<file path="config.mk">
export PLATFORM = sky130hd
export DESIGN_NAME = lgc_general_control
export DESIGN_NICKNAME = d
export VERILOG_FILES = /design/src/design/lgc_pkg.sv /design/src/design/lgc_oreg.sv /design/src/design/lgc_general_control.sv
export SDC_FILE = /design/constraint.sdc
export NUM_CORES = 1
export LEC_CHECK = 0
export BUFFER_PORTS_ARGS = -buffer_cell sky130_fd_sc_hd__clkbuf_2
export CORE_ASPECT_RATIO = 0.5
export CORE_UTILIZATION = 36
export DETAILED_ROUTE_END_ITERATION = 7
export GPL_TIMING_DRIVEN = 0
export PLACE_DENSITY = 0.76
export SYNTH_ARGS = -nofsm -noshare
export SYNTH_HDL_FRONTEND = slang
export SYNTH_HIERARCHICAL = 1
export SYNTH_SLANG_ARGS = --single-unit
</file>
<file path="constraint.sdc">
create_clock -name CLK_SYS -period 1.1 [get_ports CLK_SYS]
set_clock_uncertainty 0.05 [all_clocks]
set_input_delay 0.055 -clock CLK_SYS [delete_from_list [all_inputs] [get_ports CLK_SYS]]
set_output_delay 0.055 -clock CLK_SYS [all_outputs]
set_load 0.05 [all_outputs]
</file>
<file path="src/design/lgc_pkg.sv">
// What this block does
// - clear select: pair 5 is PCI request/grant
// - select set, no GPIO: sideband DMA channel B
// - GPIO use-select set: pins are GPI/GPO
// - conceal set: AD22 held low to bridge
// - break enable clear: FPU error ignored in C2-C4
// - break enable set: FPU error breaks C2-C4
// - fault enable clear: no IRQ13, no ignore-numeric
// - enabled error low: IRQ13 held till F0h write
// - same condition also drives ignore-numeric-error active
package lgc_pkg;
  localparam logic [7:0] LGC_GC_OFFSET = 8'hd0;
  localparam logic [31:0] LGC_GC_RESET = 32'h0000_0000;
  localparam int LGC_PAIR_SEL_BIT = 25;
  localparam int LGC_CONCEAL_BIT = 24;
  localparam int LGC_BREAK_EN_BIT = 21;
  localparam int LGC_FAULT_EN_BIT = 13;
  // only the four implemented bits are writable and readable
  localparam logic [31:0] LGC_GC_MASK = 32'h0320_2000;
  localparam logic [15:0] LGC_FPU_CLEAR_PORT = 16'h00f0;
  localparam logic [1:0] LGC_GPIO_NONE = 2'h0;
endpackage

</file>
<file path="src/design/lgc_oreg.sv">
`timescale 1ns/1ns
module lgc_oreg #(
  parameter int W = 1,
  parameter logic [W-1:0] RST = '0
) (
  input wire logic clk,
  input wire logic srst,
  input wire logic [W-1:0] d,
  output logic [W-1:0] q
);
  always_ff @(posedge clk) begin
    if (srst) begin
      q <= RST;
    end else begin
      q <= d;
    end
  end
endmodule

</file>
<file path="src/design/lgc_general_control.sv">
`timescale 1ns/1ns
module lgc_general_control (
  // clock and reset
  input wire logic CLK_SYS,
  input wire logic SRST,
  // configuration access
  input wire logic CFG_WR,
  input wire logic CFG_RD,
  input wire logic [7:0] CFG_ADDR,
  input wire logic [3:0] CFG_BE,
  input wire logic [31:0] CFG_WDATA,
  output logic [31:0] CFG_RDATA,
  output logic CFG_RVALID,
  // request/grant pair 5 pins
  input wire logic REQ5_N,
  output logic GNT5_N,
  input wire logic [1:0] GPIO_USE_SEL,
  // pci arbiter side
  output logic ARB_REQ5,
  input wire logic ARB_GNT5,
  // sideband dma channel b side
  output logic DMA_REQB,
  input wire logic DMA_GNTB,
  // general purpose side
  output logic GPI_REQ5,
  input wire logic GPO_GNT5,
  // configuration cycle address line
  input wire logic AD22_REQ,
  input wire logic BRIDGE_CFG_CYCLE,
  output logic AD22,
  // processor error and power state
  input wire logic FPU_ERROR_N,
  input wire logic CSTATE_DEEP,
  output logic BREAK_EVENT,
  input wire logic IO_WR,
  input wire logic [15:0] IO_ADDR,
  output logic IRQ13,
  output logic IGNORE_NUMERIC_ERROR_N
);
  logic [31:0] gc_r;
  logic [31:0] gc_nxt;
  wire hit = (CFG_ADDR[7:2] == lgc_pkg::LGC_GC_OFFSET[7:2]);
  wire [31:0] be_mask = {{8{CFG_BE[3]}}, {8{CFG_BE[2]}}, {8{CFG_BE[1]}}, {8{CFG_BE[0]}}};
  // byte lanes with their enable clear masked off on write
  // reserved bits ignored
  wire [31:0] wr_mask = be_mask & lgc_pkg::LGC_GC_MASK;
  wire wr_hit = CFG_WR && hit;

  always_comb begin
    gc_nxt = gc_r;
    if (wr_hit) begin
      gc_nxt = (gc_r & ~wr_mask) | (CFG_WDATA & wr_mask);
    end
  end

  always_ff @(posedge CLK_SYS) begin
    if (SRST) begin
      gc_r <= lgc_pkg::LGC_GC_RESET;
    end else begin
      gc_r <= gc_nxt;
    end
  end

  wire pair_sel = gc_r[lgc_pkg::LGC_PAIR_SEL_BIT];
  wire conceal = gc_r[lgc_pkg::LGC_CONCEAL_BIT];
  wire break_en = gc_r[lgc_pkg::LGC_BREAK_EN_BIT];
  wire fault_en = gc_r[lgc_pkg::LGC_FAULT_EN_BIT];

  // unmapped reads answer zero, still with a valid strobe
  // reserved reads zero
  wire [31:0] rdata_nxt = (CFG_RD && hit) ? (gc_r & lgc_pkg::LGC_GC_MASK) : 32'h0000_0000;

  lgc_oreg #(.W(32), .RST(32'h0000_0000)) u_rdata (
    .clk(CLK_SYS), .srst(SRST), .d(rdata_nxt), .q(CFG_RDATA)
  );
  lgc_oreg #(.W(1), .RST(1'h0)) u_rvalid (
    .clk(CLK_SYS), .srst(SRST), .d(CFG_RD), .q(CFG_RVALID)
  );

  // pin routing; each pin goes to gpio on its own use-select bit
  // sideband only with no gpio
  wire dma_mode = pair_sel && (GPIO_USE_SEL == lgc_pkg::LGC_GPIO_NONE);
  wire req_gpio = GPIO_USE_SEL[0];
  wire gnt_gpio = GPIO_USE_SEL[1];
  wire req_pci = !req_gpio && !dma_mode;
  wire gnt_pci = !gnt_gpio && !dma_mode;

  wire arb_req_nxt = req_pci && !REQ5_N;
  wire dma_req_nxt = dma_mode && !REQ5_N;
  wire gpi_nxt = req_gpio && REQ5_N;
  wire gnt_n_nxt = gnt_gpio ? GPO_GNT5 : (dma_mode ? !DMA_GNTB : !(gnt_pci && ARB_GNT5));

  lgc_oreg #(.W(4), .RST(4'h8)) u_pair (
    .clk(CLK_SYS), .srst(SRST),
    .d({gnt_n_nxt, arb_req_nxt, dma_req_nxt, gpi_nxt}),
    .q({GNT5_N, ARB_REQ5, DMA_REQB, GPI_REQ5})
  );

  wire ad22_nxt = AD22_REQ && !(conceal && BRIDGE_CFG_CYCLE);
  lgc_oreg #(.W(1), .RST(1'h0)) u_ad22 (
    .clk(CLK_SYS), .srst(SRST), .d(ad22_nxt), .q(AD22)
  );

  wire break_nxt = break_en && CSTATE_DEEP && !FPU_ERROR_N;
  lgc_oreg #(.W(1), .RST(1'h0)) u_break (
    .clk(CLK_SYS), .srst(SRST), .d(break_nxt), .q(BREAK_EVENT)
  );

  // set wins over the port clear so an error in the clear cycle is kept
  // gated by fault enable
  wire irq_set = fault_en && !FPU_ERROR_N;
  wire irq_clr = IO_WR && (IO_ADDR == lgc_pkg::LGC_FPU_CLEAR_PORT);
  wire irq_nxt = irq_set || (IRQ13 && !irq_clr);
  lgc_oreg #(.W(1), .RST(1'h0)) u_irq (
    .clk(CLK_SYS), .srst(SRST), .d(irq_nxt), .q(IRQ13)
  );
  // ignore-numeric-error follows the held request
  // follows irq13
  lgc_oreg #(.W(1), .RST(1'h1)) u_ignore_num (
    .clk(CLK_SYS), .srst(SRST), .d(!irq_nxt), .q(IGNORE_NUMERIC_ERROR_N)
  );
endmodule

</file>
==> impl_results.md <==
* RSZ-0062 raised after global routing: no
* Die footprint at 4540 um2
* Crit. End Element: register
* Max-slew violations at 0
* Initial Util at 38.5%
* Final critical-path share of the clock period at 96.0%
* Post-Layout Cell Count at around 310
* Syn Std Cell Area at 1530 um2
* Mux contribution to synthesized area at 0.734%
* Max Cap Viol at 0
* Total CTS buffers at 5
* Most frequent cell after synthesis: dfxtp_1
* Crit path launch: FPU_ERROR_N
* Clk_lat worst skew at 0.28 ns
* Setup Viol. Count Final at 0
* Synth top cells by count: dfxtp_1 (45), nor2b_1 (33), o21ai_0 (6), and2_1 (5)
* Warnings, synthesis at 6
* DRT Pass-1 Iters at 4
* Post-synth top area share at 58.7%
* Hold Fails Final Rpt at 0
* Chip width at 94.3 um
* Clock Sink Count at 45
* Cell Area, Placed at 2130 um2
* Post-route setup slack at 0.0442 ns
* Row count at 16
* Reg area at approximately 900 um2
* H-tree depth at 2
* CP max FO at 2
* Top_reg_cell synth: dfxtp_1
* Synth Area in Compound Gates at around 5.1%
* Vias in the first global route at 1020
* Area of the core at 3980 um2
* Register bit total from synthesis at 45
* GRT overflow at 0
* Largest family of logic cells by synthesized area: simple AND/OR/NAND/NOR gates
* Multi-input gate area at slightly above 700 um2
* DR DRC count at 0
* Status: completed
* I/O Pins at 116
* Post-Synth Simple-Gate Area at approximately a third
* Syn avg cell area at 11.3 um2
* Min-delay worst type: input port to register
* Routability cong. at 0.711
* Clock transition at path regs at ~0.08 ns
* CTS root buf: clkbuf_8
* Port bufs at 84
* CTS tree: yes
* Sequential share of the synthesized area at 58.7%
* Vias/cell at 4.01
* Post-DR wirelength/cell at 9.58 um
* Placed Instances at roughly 300
* Crit Path Class: input port to register
* Nets at 334
* Total number of vias at 1259
* CTS max path bufs at 2
* Critical path required time at 1.23 ns
* Unique cell type count in the Yosys netlist at 28
* First-pass GRT wire length at 4170 um
* Area Overhead vs Synth at 48.5%
* Number of synthesized flops with an enable pin at 0
* Total leakage power at roughly 1.1 nW
* Minimum clock period after layout at 1.06 ns
* Antenna diodes at 0
* Crit path launch type: input port
* XOR/XNOR Fraction of Synth Area at 0%
* DP HPWL at 2350 um
* Finished Cell Area at 2280 um2
* Setup WS pre-CTS at -0.166 ns
* Synth area leader: dfxtp_1
* Syn Inst Count at approximately 140
* Overall routing resource usage at between 10% and 20%
* Worst Hold Launch: GPO_GNT5
* Hold Slack at 0.0197 ns
* Initial antenna violation count at 0
* Die height at 48.2 um
* Post-route ant nets at 0
* Synth area leaders: dfxtp_1 (59%), nor2b_1 (13%), nor2b_4 (3.6%), nand4b_1 (2.3%), and2_1 (2.0%)
* Crit path DAT at 1.19 ns
* DRT Wirelength at 3010 um
* Total power per unit cell area at between 1000 and 1500 nW/um2
* Fillcell total at 375
* Post-synthesis adder-cell area fraction at 0%
* Initial drt markers at 14
* Ys async rst share at 0%
* Fmax at 0.947 GHz
* Ratio of cells with drive above 1 in the final layout at slightly above 40%
* Maximum number of pins on one net before global-route repair at 19
* VDD IR max at about 0.51 mV
[final timing paths]
| check | endpoint | slack (ns) | cells after the start |
|---|---|---|---|
| min reg2reg | register | 0.45 | 2 |
| max reg2reg | u_pair/q[3] | 0.05 | 4 |
| max | u_ignore_num/q | 0.04 | 5 |
| min | u_pair/q[3] | 0.02 | 4 |
[logic make-up (layout without fill, tap and decap cells)]
logic type             after synthesis  count (layout)
other                                1              28
AOI/OAI and AO/OA                   12              12
buffers and inverters                5             102
muxes                                1               1
DFF                                 45              45
and+or+nand+nor                     72              72
[final cells by class]
cell class | count | area share (%)
flip-flops and latches | 45 | 39.8
multi-input cells | 113 | 31.4
plain buffers | 3 | 0.989
repair buffers | 89 | 20.5
clock buffers | 8 | 3.96
well taps | 54 | 2.97
inverters | 2 | 0.330
[state kept, by name, indices dropped and copies added (netlist names), named ones only]
| name | cells |
|---|---|
| u_ad22/q | 1 |
| u_rdata/q | 32 |
| u_break/q | 1 |
| u_rvalid/q | 1 |
| u_pair/q | 4 |
| u_irq/q | 1 |
| u_ignore_num/q | 1 |
[metal layers]
layer,up-vias,wire length (um),part of all wire (%),GRT usage [%]
met5,-,0,0,0
met4,0,27,0.90,6.15
met3,2,128,4.3,3.43
met2,32,1660,55,23.8
met1,560,1200,40,13.4
li1,665,-,-,-
[worst max-delay path, stage by stage]
cell	delay (ns)
dlygate4sd3_1	0.54
clkbuf_2	0.12
nand2b_4	0.13
and3_1	0.13
or2_1	0.21
[where the power goes]
| part | switching (mW) | internal (mW) | total, mW | leakage (nW) |
|---|---|---|---|---|
| registers | 0.0186 | 1.70 | 1.71 | 0.373 |
| clock network | 0.485 | 0.512 | 0.997 | 0.0455 |
| logic | 0.356 | 0.179 | 0.534 | 0.699 |
| total | 0.859 | 2.39 | 3.25 | 1.12 |
[cell usage in the layout (no fill, tap or decap), drive strengths merged]
cell type	count
clkbuf	92
dfxtp	45
and4bb	1
o21ai	6
and4b	2
and2	5
nand2b	2
a21boi	1
a21oi	4
nand3	3
buf	4
dlygate4sd3	4
mux2	1
and3	1
and2b	3
or3	3
o31ai	1
or2	2
nand2	3
conb	28
nand4b	4
or4	2
nor3	1
nor2	1
nor2b	37
nor3b	1
nand4bb	1
inv	2
[timing repair]
item,in CTS,in global routing
pin swaps,0,1
setup endpoints to repair,1,2
hold endpoints to repair,4,0
setup buffers,1,0
hold buffers,4,0
gates resized for setup,1,3
[per-stage QoR]
step	power [mW]	setup TNS [ns]	util, %
5_1_grt	3.38	0	57.2
3_5_place_dp	2.27	-0.277	53.4
3_3_place_gp	2.26	-0.282	53.4
2_1_floorplan	2.10	-0.0338	-
4_1_cts	3.27	0	56.9
6_report	3.25	0	57.2
No activity file was read; power rests on OpenSTA's default activity.
